[config.mk]
export PLATFORM = sky130hd
export DESIGN_NAME = cfx_forwarder
export DESIGN_NICKNAME = d
export VERILOG_FILES = /design/src/hw/cfx_pkg.sv /design/src/hw/cfx_cfg_decode.sv /design/src/hw/cfx_idsel_map.sv /design/src/hw/cfx_forwarder.sv
export VERILOG_INCLUDE_DIRS = /design/src /design/src/hw
export SDC_FILE = /design/constraint.sdc
export NUM_CORES = 1
export LEC_CHECK = 0
export ABC_CLOCK_PERIOD_IN_PS = 2280
export BUFFER_PORTS_ARGS = -buffer_cell sky130_fd_sc_hd__buf_2
export CAP_MARGIN = 20
export CORE_MARGIN = 1.5
export CORE_UTILIZATION = 30
export DETAILED_ROUTE_END_ITERATION = 8
export GPL_TIMING_DRIVEN = 0
export MAX_ROUTING_LAYER = met4
export PLACE_DENSITY = 0.59
export SYNTH_ARGS = -nofsm -noshare
export SYNTH_HDL_FRONTEND = slang
export SYNTH_SLANG_ARGS = --single-unit
export TNS_END_PERCENT = 5
[constraint.sdc]
create_clock -name core_clk -period 2.28 [get_ports core_clk]
set_clock_uncertainty 0.05 [all_clocks]
set_input_delay 0 -clock core_clk [delete_from_list [all_inputs] [get_ports core_clk]]
set_output_delay 0 -clock core_clk [all_outputs]
set_load 0.1 [all_outputs]
[src/hw/cfx_defs.svh]
// constants of the configuration transaction forwarder
`ifndef CFX_DEFS_SVH
`define CFX_DEFS_SVH

// bus commands on cbe during the address phase
`define CFX_CMD_CFG_RD   4'hA
`define CFX_CMD_CFG_WR   4'hB
`define CFX_CMD_SPECIAL  4'h1

// address bits 1:0 of the two configuration formats
`define CFX_TYPE0        2'h0
`define CFX_TYPE1        2'h1

// field positions inside the configuration address
`define CFX_BUS_HI       23
`define CFX_BUS_LO       16
`define CFX_DEV_HI       15
`define CFX_DEV_LO       11
`define CFX_FN_HI        10
`define CFX_FN_LO        8
`define CFX_REG_HI       7
`define CFX_REG_LO       2
`define CFX_IDSEL_LO     16

// special field values
`define CFX_DEV_ALL      5'h1F
`define CFX_FN_ALL       3'h7
`define CFX_REG_ZERO     6'h00
`define CFX_IDSEL_DEVS   5'h10

// reset and idle values, and the read word of a missing target
`define CFX_DESELECT     1'b1
`define CFX_ZERO_WORD    32'h0000_0000
`define CFX_ABORT_DATA   32'hFFFF_FFFF

`endif

[src/hw/cfx_pkg.sv]
// types shared by the configuration transaction forwarder
package cfx_pkg;

    typedef enum logic [2:0] {
        CFX_CLAIM_NONE = 3'b000,
        CFX_CLAIM_OWN  = 3'b001,
        CFX_CLAIM_CONV = 3'b010,
        CFX_CLAIM_DOWN = 3'b011,
        CFX_CLAIM_UP   = 3'b100
    } cfx_claim_e;

    typedef enum logic [1:0] {
        CFX_TS_IDLE    = 2'b00,
        CFX_TS_CLAIMED = 2'b01,
        CFX_TS_XFER    = 2'b10,
        CFX_TS_STOP    = 2'b11
    } cfx_tstate_e;

    typedef struct packed {
        logic        frameN;
        logic        irdyN;
        logic [3:0]  cbe;
        logic [31:0] ad;
    } cfx_bus_in_t;

    typedef struct packed {
        logic        trdyN;
        logic        stopN;
        logic        adOe;
        logic [31:0] ad;
    } cfx_tgt_out_t;

    typedef struct packed {
        logic        valid;
        logic        toSecondary;
        logic [3:0]  cmd;
        logic [31:0] addr;
        logic [31:0] data;
        logic [3:0]  be;
    } cfx_fwd_req_t;

    typedef struct packed {
        logic        strobe;
        logic [5:0]  regNum;
        logic [31:0] data;
        logic [3:0]  be;
    } cfx_own_wr_t;

    typedef struct packed {
        cfx_tstate_e  state;
        cfx_claim_e   kind;
        logic         prevFrameN;
        logic         devselN;
        logic [3:0]   cmd;
        logic [3:0]   fwdCmd;
        logic [31:0]  origAddr;
        logic [31:0]  fwdAddr;
        cfx_tgt_out_t out;
    } cfx_tgt_st_t;

    typedef struct packed {
        logic        busy;
        logic        done;
        logic        side;
        logic [3:0]  cmd;
        logic [31:0] origAddr;
        logic [31:0] rdData;
    } cfx_dly_st_t;

    typedef struct packed {
        cfx_tgt_st_t [1:0] tgt;
        cfx_dly_st_t       dly;
        cfx_fwd_req_t      fwd;
        cfx_own_wr_t       own;
    } cfx_state_t;

endpackage

[src/hw/cfx_cfg_decode.sv]
// address-phase claim decode for one side of the bridge
`timescale 1ns/1ps
`include "cfx_defs.svh"
module cfx_cfg_decode #(
    parameter bit IS_PRIMARY = 1'b1
) (
    input  wire logic [31:0]         ad,         // address phase ad
    input  wire logic [3:0]          cbe,        // address phase command
    input  wire logic                idSelect,   // own select, primary only
    input  wire logic [7:0]          secBusNum,  // secondary bus number
    input  wire logic [7:0]          subBusNum,  // subordinate bus number
    output cfx_pkg::cfx_claim_e      claim       // what this access is
);
    import cfx_pkg::*;

    logic       isCfg;
    logic       isWr;
    logic [7:0] busNum;
    logic       inRange;
    logic       isSec;

    assign isCfg  = (cbe == `CFX_CMD_CFG_RD) || (cbe == `CFX_CMD_CFG_WR);
    assign isWr   = (cbe == `CFX_CMD_CFG_WR);
    assign busNum = ad[`CFX_BUS_HI:`CFX_BUS_LO];
    assign isSec  = (busNum == secBusNum);
    assign inRange = (busNum > secBusNum) && (busNum <= subBusNum);

    always_comb begin
        claim = CFX_CLAIM_NONE;
        if (IS_PRIMARY) begin
            if (isCfg && ad[1:0] == `CFX_TYPE0 && idSelect) begin
                claim = CFX_CLAIM_OWN;
            end else if (isCfg && ad[1:0] == `CFX_TYPE1 && isSec) begin
                claim = CFX_CLAIM_CONV;
            end else if (isCfg && ad[1:0] == `CFX_TYPE1 && inRange) begin
                claim = CFX_CLAIM_DOWN;
            end
        end else if (isWr && ad[1:0] == `CFX_TYPE1
                     && ad[`CFX_DEV_HI:`CFX_DEV_LO] == `CFX_DEV_ALL
                     && ad[`CFX_FN_HI:`CFX_FN_LO] == `CFX_FN_ALL
                     && !isSec && !inRange) begin
            claim = CFX_CLAIM_UP;
        end
    end
endmodule

[src/hw/cfx_idsel_map.sv]
// type 1 to type 0 address translation with one-hot device select
`timescale 1ns/1ps
`include "cfx_defs.svh"
module cfx_idsel_map (
    input  wire logic [31:0] type1Addr,   // primary type 1 address
    output logic      [31:0] type0Addr,   // translated secondary address
    output logic             specialCyc   // device all-ones, register zero
);
    logic [4:0]  devNum;
    logic [15:0] oneHot;

    assign devNum = type1Addr[`CFX_DEV_HI:`CFX_DEV_LO];

    always_comb begin
        oneHot = 16'h0000;
        if (devNum < `CFX_IDSEL_DEVS) begin
            oneHot[devNum[3:0]] = 1'b1;
        end
    end

    // device all-ones with register zero is special
    assign specialCyc = (devNum == `CFX_DEV_ALL)
        && (type1Addr[`CFX_REG_HI:`CFX_REG_LO] == `CFX_REG_ZERO);

    // clear 15:11 and 1:0, keep function and register
    assign type0Addr = {oneHot, 5'h00,
                        type1Addr[`CFX_FN_HI:`CFX_REG_LO], 2'h0};
endmodule

[src/hw/cfx_forwarder.sv]
// configuration transaction claim, conversion and forwarding
`timescale 1ns/1ps
`include "cfx_defs.svh"
module cfx_forwarder (
    input  wire logic                  core_clk,              // pci clock
    input  wire logic                  reset_n,               // async reset
    input  wire cfx_pkg::cfx_bus_in_t  priBus,                // primary in
    input  wire logic                  primary_id_select_in,  // own select
    output cfx_pkg::cfx_tgt_out_t      priOut,                // primary out
    output logic                       primary_device_select_n, // claim
    input  wire cfx_pkg::cfx_bus_in_t  secBus,                // secondary in
    output cfx_pkg::cfx_tgt_out_t      secOut,                // secondary out
    output logic                       secDeviceSelectN,      // claim
    input  wire logic [7:0]            secBusNum,             // sec bus
    input  wire logic [7:0]            subBusNum,             // sub bus
    output cfx_pkg::cfx_own_wr_t       ownAccess,             // own regs
    input  wire logic [31:0]           ownRdData,             // own word
    output cfx_pkg::cfx_fwd_req_t      fwdReq,                // to master
    input  wire logic                  fwdDone,               // finished
    input  wire logic [31:0]           fwdRdData,             // read word
    input  wire logic                  fwdMasterAbort         // no target
);
    import cfx_pkg::*;

    cfx_state_t  st;
    cfx_state_t  next_st;
    cfx_claim_e  priClaim;
    cfx_claim_e  secClaim;
    logic [31:0] convAddr;
    logic        convSpecial;

    cfx_cfg_decode #(
        .IS_PRIMARY (1'b1)
    ) u_pri_decode (
        .ad        (priBus.ad),
        .cbe       (priBus.cbe),
        .idSelect  (primary_id_select_in),
        .secBusNum (secBusNum),
        .subBusNum (subBusNum),
        .claim     (priClaim)
    );

    cfx_cfg_decode #(
        .IS_PRIMARY (1'b0)
    ) u_sec_decode (
        .ad        (secBus.ad),
        .cbe       (secBus.cbe),
        .idSelect  (1'b0),
        .secBusNum (secBusNum),
        .subBusNum (subBusNum),
        .claim     (secClaim)
    );

    cfx_idsel_map u_idsel_map (
        .type1Addr  (priBus.ad),
        .type0Addr  (convAddr),
        .specialCyc (convSpecial)
    );

    function automatic cfx_state_t rstState();
        cfx_state_t r;
        r = '0;
        for (int s = 0; s < 2; s++) begin
            r.tgt[s].state      = CFX_TS_IDLE;
            r.tgt[s].kind       = CFX_CLAIM_NONE;
            r.tgt[s].prevFrameN = `CFX_DESELECT;
            r.tgt[s].devselN    = `CFX_DESELECT;
            r.tgt[s].out.trdyN  = `CFX_DESELECT;
            r.tgt[s].out.stopN  = `CFX_DESELECT;
        end
        return r;
    endfunction

    always_comb begin
        cfx_tgt_st_t t;
        cfx_bus_in_t b;
        cfx_claim_e  c;
        logic        addrPhase;
        logic        isRead;
        logic        match;
        t = '0;
        b = '0;
        c = CFX_CLAIM_NONE;
        addrPhase = 1'b0;
        isRead = 1'b0;
        match = 1'b0;
        next_st = st;
        next_st.own.strobe = 1'b0;

        // the far master finished; a missing target reads as all ones
        if (st.fwd.valid && fwdDone) begin
            next_st.fwd.valid  = 1'b0;
            next_st.dly.done   = 1'b1;
            next_st.dly.rdData = fwdMasterAbort ? `CFX_ABORT_DATA
                                                : fwdRdData;
        end

        for (int s = 0; s < 2; s++) begin
            t = st.tgt[s];
            b = (s == 0) ? priBus : secBus;
            c = (s == 0) ? priClaim : secClaim;
            addrPhase = t.prevFrameN && !b.frameN;
            isRead = (t.cmd == `CFX_CMD_CFG_RD);
            t.prevFrameN = b.frameN;
            unique case (t.state)
                CFX_TS_IDLE: begin
                    if (addrPhase && c != CFX_CLAIM_NONE) begin
                        t.state    = CFX_TS_CLAIMED;
                        t.kind     = c;
                        t.devselN  = 1'b0;
                        t.cmd      = b.cbe;
                        t.fwdCmd   = b.cbe;
                        t.origAddr = b.ad;
                        t.fwdAddr  = b.ad;
                        // translation only on the primary side
                        if (s == 0 && c == CFX_CLAIM_CONV) begin
                            t.fwdAddr = convAddr;
                            if (convSpecial
                                && b.cbe == `CFX_CMD_CFG_WR) begin
                                t.fwdCmd  = `CFX_CMD_SPECIAL;
                                t.fwdAddr = b.ad;
                            end
                        end
                        if (c == CFX_CLAIM_OWN) begin
                            next_st.own.regNum =
                                b.ad[`CFX_REG_HI:`CFX_REG_LO];
                        end
                    end
                end
                CFX_TS_CLAIMED: begin
                    if (!b.irdyN) begin
                        if (t.kind == CFX_CLAIM_OWN) begin
                            t.state     = CFX_TS_XFER;
                            t.out.trdyN = 1'b0;
                            t.out.stopN = b.frameN;
                            t.out.adOe  = isRead;
                            t.out.ad    = ownRdData;
                            if (!isRead) begin
                                next_st.own.strobe = 1'b1;
                                next_st.own.data   = b.ad;
                                next_st.own.be     = b.cbe;
                            end
                        end else begin
                            match = st.dly.busy && st.dly.side == s[0]
                                && st.dly.cmd == t.cmd
                                && st.dly.origAddr == t.origAddr;
                            if (match && st.dly.done) begin
                                t.state     = CFX_TS_XFER;
                                t.out.trdyN = 1'b0;
                                t.out.stopN = b.frameN;
                                t.out.adOe  = isRead;
                                t.out.ad    = st.dly.rdData;
                                next_st.dly.busy = 1'b0;
                                next_st.dly.done = 1'b0;
                            end else begin
                                t.state     = CFX_TS_STOP;
                                t.out.stopN = 1'b0;
                                if (!match && !next_st.dly.busy) begin
                                    next_st.dly.busy     = 1'b1;
                                    next_st.dly.done     = 1'b0;
                                    next_st.dly.side     = s[0];
                                    next_st.dly.cmd      = t.cmd;
                                    next_st.dly.origAddr = t.origAddr;
                                    next_st.fwd.valid    = 1'b1;
                                    next_st.fwd.toSecondary = (s == 0);
                                    next_st.fwd.cmd      = t.fwdCmd;
                                    next_st.fwd.addr     = t.fwdAddr;
                                    next_st.fwd.data     = b.ad;
                                    next_st.fwd.be       = b.cbe;
                                end
                            end
                        end
                    end
                end
                CFX_TS_XFER: begin
                    // data moved on this edge; release the bus
                    t.out.trdyN = 1'b1;
                    t.out.adOe  = 1'b0;
                    if (b.frameN) begin
                        t.state     = CFX_TS_IDLE;
                        t.devselN   = 1'b1;
                        t.out.stopN = 1'b1;
                    end else begin
                        t.state = CFX_TS_STOP;
                    end
                end
                CFX_TS_STOP: begin
                    // hold stop until the initiator drops frame
                    if (b.frameN) begin
                        t.state     = CFX_TS_IDLE;
                        t.devselN   = 1'b1;
                        t.out.stopN = 1'b1;
                    end
                end
            endcase
            next_st.tgt[s] = t;
        end
    end

    always_ff @(posedge core_clk or negedge reset_n) begin
        if (!reset_n) begin
            st <= rstState();
        end else begin
            st <= next_st;
        end
    end

    assign priOut                  = st.tgt[0].out;
    assign primary_device_select_n = st.tgt[0].devselN;
    assign secOut                  = st.tgt[1].out;
    assign secDeviceSelectN        = st.tgt[1].devselN;
    assign ownAccess               = st.own;
    assign fwdReq                  = st.fwd;
endmodule

==> out/results.ini, run 1 <==
[die]
rows = 91
core_area_sq_um = 61710
die_h_um = 252.7
die_width_um = 252.7
dieArea_sq_um = 63870
top_level_ports = 350
initial_core_util_pct = 30.32

[finish]
utilization_pct = 41.51
fin_nets = 2538
num-fill-cells = 5953
areaGrowthSynthToFinish_pct = 36.95
drive_above_1_share_pct = 42.07
final_common_cell = buf_2
final_area_sq_um = 25620
layout_common_cells = 363 x buf_2, 350 x dfrtp_1, 280 x nor2_1

[detailed_routing]
routedWlPerCell_um = 19.86
drt-initial-drc-count = 948
dr_total_vias = 15128
ant_nets = 0
first_pass_iters = 5
vias_per_cell = 4.704
drt_wl_total_um = 63870
drcViolationCount = 0

[clock_network]
cts_inserted_buffers = 44
cts_root_buf = clkbuf_16
path_clk_slew_ps = 60
clk_latency_ps = 580
h-tree-depth = 2
cts_tree = built
cts_sinks = 367
clk_path_buf_depth = 3

[critical_path]
crit_path_max_fanout = 10
worstSetupPathType = flip-flop to flip-flop
cp-endpoint = st[162]
start_kind = flip-flop
reg2reg_from = st[263]
r2r-end = st[162]
r2r_setup_slack_ps = -450
ff2ff_path_depth = 10
cp.arrival_ps = 3130
cp-end-kind = flip-flop
worstPathRequired_ps = 2680
startpoint = st[263]

[outcome]
status = complete, but fails checks
violations = hold timing, setup timing

[synthesis]
synthSimpleGateAreaFrac_pct = 14.24
synth.distinct_cells = 62
synth-seq-area-share_pct = 49.14
synth_compound_area_share_pct = 4.354
muxShareOfSynthArea_pct = 16.41
synth_fa_ha_area_share_pct = 2.140
synthArstFlopShare_pct = 100.0
synthFlopType = dfrtp_1
syn_area_sq_um = 18710
syn_area_per_cell_sq_um = 10.48
syn_nets = 1978
synth_seq_cells = 367
synth_edf_count = 0
synth_cells = 1785
synth_top_family_by_area = multiplexers
synth-xor-area-share_pct = 3.324
synth_warnings = 0

[sta]
fin_hold_ws_ps = -8.974
maxSlewHeadroom_pct = 46.34
finalWorstSetupSlack_ps = -446.2
rsz0062_at_grt = yes
fin_crit_ps = 2726
post-route-period-util_pct = 119.6
hold_violations = 1
worst_pin_slew_ps = 794.1
drv_slew = 0
finalSetupViolCount = 202
max_freq_ghz = 0.3668

[run]
drv_cap = 0

[grt]
grt.total_usage_pct = 19.97
grt_pass1_vias = 15719
grt_overflow = 0
grt_use_met1_pct = 25.72
grt_pass1_wl_um = 93460
antenna_found_initial = 2
grtUsageMet2_pct = 30.80
grt_max_degree = 118
use_met3_pct = 3.131
busiest_layer = met2

[power_and_ir_drop]
p_per_area_nw_per_um2 = 1394
total_power_mw = 35.72
leakage_nw = 13.09
ir_drop_mv = 1.217

[placed_design]
gp_congestion = 0.9001
hpwl_um = 45280
port_buffers = 348
dpl-instance-area_sq_um = 21620

[min_path]
worstHoldStart = priBus[16]
hp-class = input port to flip-flop

==> layout make-up <==
cell class,instances,area (sq um),share of cell area (%)
clock buffer,68,1374,5.362
multi-input combinational,1123,8172,31.90
inverter,26,97.59,0.3809
tap,837,1047,4.088
sequential,367,9205,35.93
buffer,268,2087,8.146
timing repair buffer,515,3538,13.81
clock inverter,10,93.84,0.3663
antenna,2,5.005,0.01954
==> report_power, final <==
| group | switching (mW) | total, mW | internal [mW] | leakage [nW] |
|---|---|---|---|---|
| Clock | 2.88 | 7.13 | 4.25 | 0.730 |
| Combinational | 13.1 | 18.8 | 5.65 | 7.71 |
| Sequential | 1.38 | 9.80 | 8.42 | 4.65 |
==> metal layers <==
layer,share of wire (%),wire length [um],vias to the layer above
met4,4.7,2999,0
li1,-,-,6912
met1,44,27980,7548
met2,46,29270,500
met5,0,0,-
met3,5.7,3616,168
==> timing repair <==
item                                   CTS  global route
setup endpoints to repair              314           307
endpoints found under the hold margin  576             4
resized for setup                      139            95
hold buffers                           150             2
setup buffers                            6             2
cloned                                   0             3
pin swaps                               13            14
==> cell usage after synthesis (32+ instances only) <==
cell type	n	share of area [%]
dfrtp_1	359	48
nor2_1	282	5.7
nand2_1	228	4.6
buf_4	190	7.6
mux2_2	185	11
mux2_1	77	4.6
a21oi_1	49	1.3
xnor2_1	39	1.8
clkbuf_1	37	0.74
a31oi_1	32	1.1
ha_1	32	2.1
xor2_1	32	1.5
==> cell families (layout without fill, tap and decap cells) <==
logic type	after synthesis	count (layout)
AND/OR/NAND/NOR	619	619
flip-flops	367	367
buffers and inverters	295	887
multiplexers	271	271
AO/OA/AOI/OAI	130	130
XOR/XNOR	71	71
adder cells (fa/ha/maj)	32	32
other	0	2
==> worst max-delay path, cell delays in order (launching register included) <==
cell and delay, ps:
dfrtp_1 420, xnor2_2 270, nand4_1 150, nor4_2 350, and3_4 270, o21ai_4 70
nor3_4 170, buf_6 160, buf_12 160, buf_8 160, mux2_1 340
==> worst min path at each step <==
stage,end,slack (ps),cells after the start
final,st[239],-9,5
after global placement,st[296],100,1
after global routing,st[239],50,5
after detailed placement,priOut[7],-30,1
after floorplan,fwdReq[0],-350,0
after CTS,st[131],0.2,4
==> flip-flops by register name (all words and copies together), names as in the netlist <==
name / cells
secDeviceSelectN: 1
fwdReq: 74
secOut: 35
priOut: 35
primary_device_select_n: 1
st: 178
ownAccess: 43
==> metrics by stage <==
step	instances	setup TNS [ps]	setup WS (ps)
floorplan	1785	-2635	-59.31
global placement	2970	-2461390	-6151
detailed placement	2974	-210950	-1082
CTS	3207	-94840	-507.4
global route	3216	-92490	-579.3
finish	3216	-64200	-446.2
Note: power is estimated with default switching activity, not from simulation.
==> run 2: changes to the inputs <==
ABC_CLOCK_PERIOD_IN_PS = 3500   (was 2280)
PLACE_DENSITY = 0.57   (was 0.59)
clock period = 3.5 ns   (was 2.28 ns; I/O delays follow)
==> run 2 against run 1 <==
The run now ends clean. Combinational power shrank 39%. Register-to-register slack gained 590 ps. Largest power group unchanged. Global-route usage shrank 0.061 points. Core utilization shrank 1.7 points. Final cell count shrank 0.28%. Sequential share of layout area grew 1.5 points. Power shrank 37%. Die area is the same. Sequential cell count is the same. Design area shrank 4.0%. Critical path depth shrank 1.
==> out/results.ini, run 2 (same netlist as run 1, synthesis figures left out) <==
[clock_network]
clk_latency_ps = 570
cts_inserted_buffers = 44
cts_root_buf = clkbuf_16
path_clk_slew_ps = 60
clk_path_buf_depth = 3
cts_tree = built
h-tree-depth = 2
cts_sinks = 367

[grt]
grt_max_degree = 120
antenna_found_initial = 1
grt_overflow = 0
grt.total_usage_pct = 19.91
grt_pass1_vias = 15550
grt_pass1_wl_um = 93490

[detailed_routing]
routedWlPerCell_um = 19.37
vias_per_cell = 4.642
drt-initial-drc-count = 938
drcViolationCount = 0
first_pass_iters = 5
dr_total_vias = 14886
drt_wl_total_um = 62120
ant_nets = 0

[power_and_ir_drop]
leakage_nw = 12.71
p_per_area_nw_per_um2 = 913.6
ir_drop_mv = 0.9268

[critical_path]
crit_family = simple AND/OR/NAND/NOR gates
cp.arrival_ps = 3750
path_cells = xnor2_1 -> nand4_1 -> nor4_1 -> and3_1 -> o21ai_2 -> nor3_4 -> buf_4 -> buf_6 -> mux2_1
critPathSlowestCell = nor3_4
crit_path_max_fanout = 10
start_kind = flip-flop
crit_buf_inv = 2
worstPathRequired_ps = 3890
worstSetupPathType = flip-flop to flip-flop
cp_slowest_stage_delay_ps = 410
cp-end-kind = flip-flop

[die]
die_h_um = 252.7
initial_core_util_pct = 30.32
top_level_ports = 350
die_width_um = 252.7
rows = 91
dieArea_sq_um = 63870
core_area_sq_um = 61710

[finish]
num-fill-cells = 6104
areaGrowthSynthToFinish_pct = 31.44
largest_register = st
instances_no_fill = 3207
fin_nets = 2529
layout_common_cells = 373 x buf_2, 359 x dfrtp_1, 282 x nor2_1
final_common_cell = buf_2
drive_above_1_share_pct = 36.72
largest_reg_flops = 178

[placed_design]
port_buffers = 348
gp_congestion = 0.8607
dp_cells = 2974
hpwl_um = 45330

[sta]
max_freq_ghz = 0.2976
fin_crit_ps = 3360
hold_violations = 0
post-route-period-util_pct = 96.01
worst_pin_slew_ps = 869.1
drv_slew = 0
finalSetupViolCount = 0
maxSlewHeadroom_pct = 42.06
setup_tns_ps = 0
rsz0062_at_grt = no

[run]
drv_cap = 0

[outcome]
status = finished, final reports clean

[min_path]
hp-class = input port to flip-flop

-- run 2: report_power, final --
part           internal [mW]  total [mW]  switching, mW
Clock                   2.73        4.58           1.85
Combinational           3.16        11.5           8.38
Sequential              5.48        6.35          0.866
Total                   11.4        22.5           11.1
-- run 2: tightest hold or removal path: cells and delay by family --
kind | cells | cell delay (ps)
and+or+nand+nor | 1 | 170
AOI/OAI and AO/OA | 1 | 70
buffers and inverters | 2 | 380
-- run 2: stage by stage --
stage	setup slack (ps)	util, %	cell area, sq um	power [mW]	hold WS, ps
after CTS	147.4	39.84	24590	22.62	3.129
after detailed placement	177.1	35.02	21610	17.80	-59.11
final	139.7	39.85	24590	22.46	54.04
after global placement	-5039	34.83	21500	17.62	96.46
after floorplan	1154	-	18710	15.69	-345.6
after global routing	14.15	39.85	24590	23.49	53.73
-- run 2: final cells by class --
class	instances	area, sq um	share of cell area [%]
inverters	26	97.59	0.3969
multi-input cells	1123	7577	30.81
diodes	1	2.502	0.01018
well taps	837	1047	4.259
clock inverters	9	106.4	0.4325
repair buffers	505	3398	13.82
plain buffers	269	1846	7.505
clock buffers	70	1321	5.373
flip-flops and latches	367	9194	37.39
-- run 2: repair_timing --
item / in CTS / in global routing
setup buffers: 0 / 0
gates resized for setup: 0 / 0
hold buffers: 153 / 0
hold endpoints to repair: 518 / 0
-- run 2: final timing paths --
kind | cells past startpoint | to | slack [ps] | from
setup / recovery | 9 | fwdReq[37] | 140 | st[258]
hold / removal | 4 | st[145] | 50 | fwdMasterAbort
setup reg to reg | 9 | fwdReq[37] | 140 | st[258]
hold reg to reg | 2 | priOut[33] | 410 | priOut[33]
max in group asynchronous | 5 | st[410] | 1900 | reset_n
min in group asynchronous | 4 | priOut[7] | 540 | reset_n
-- run 2: metal layers --
layer / track usage (%) / share of wire (%) / vias up
met1: 25.45 / 44 / 7430
met4: 7.374 / 3.6 / 0
li1: - / - / 6881
met2: 31.66 / 47 / 441
met5: - / 0 / -
met3: 3.326 / 5.0 / 134
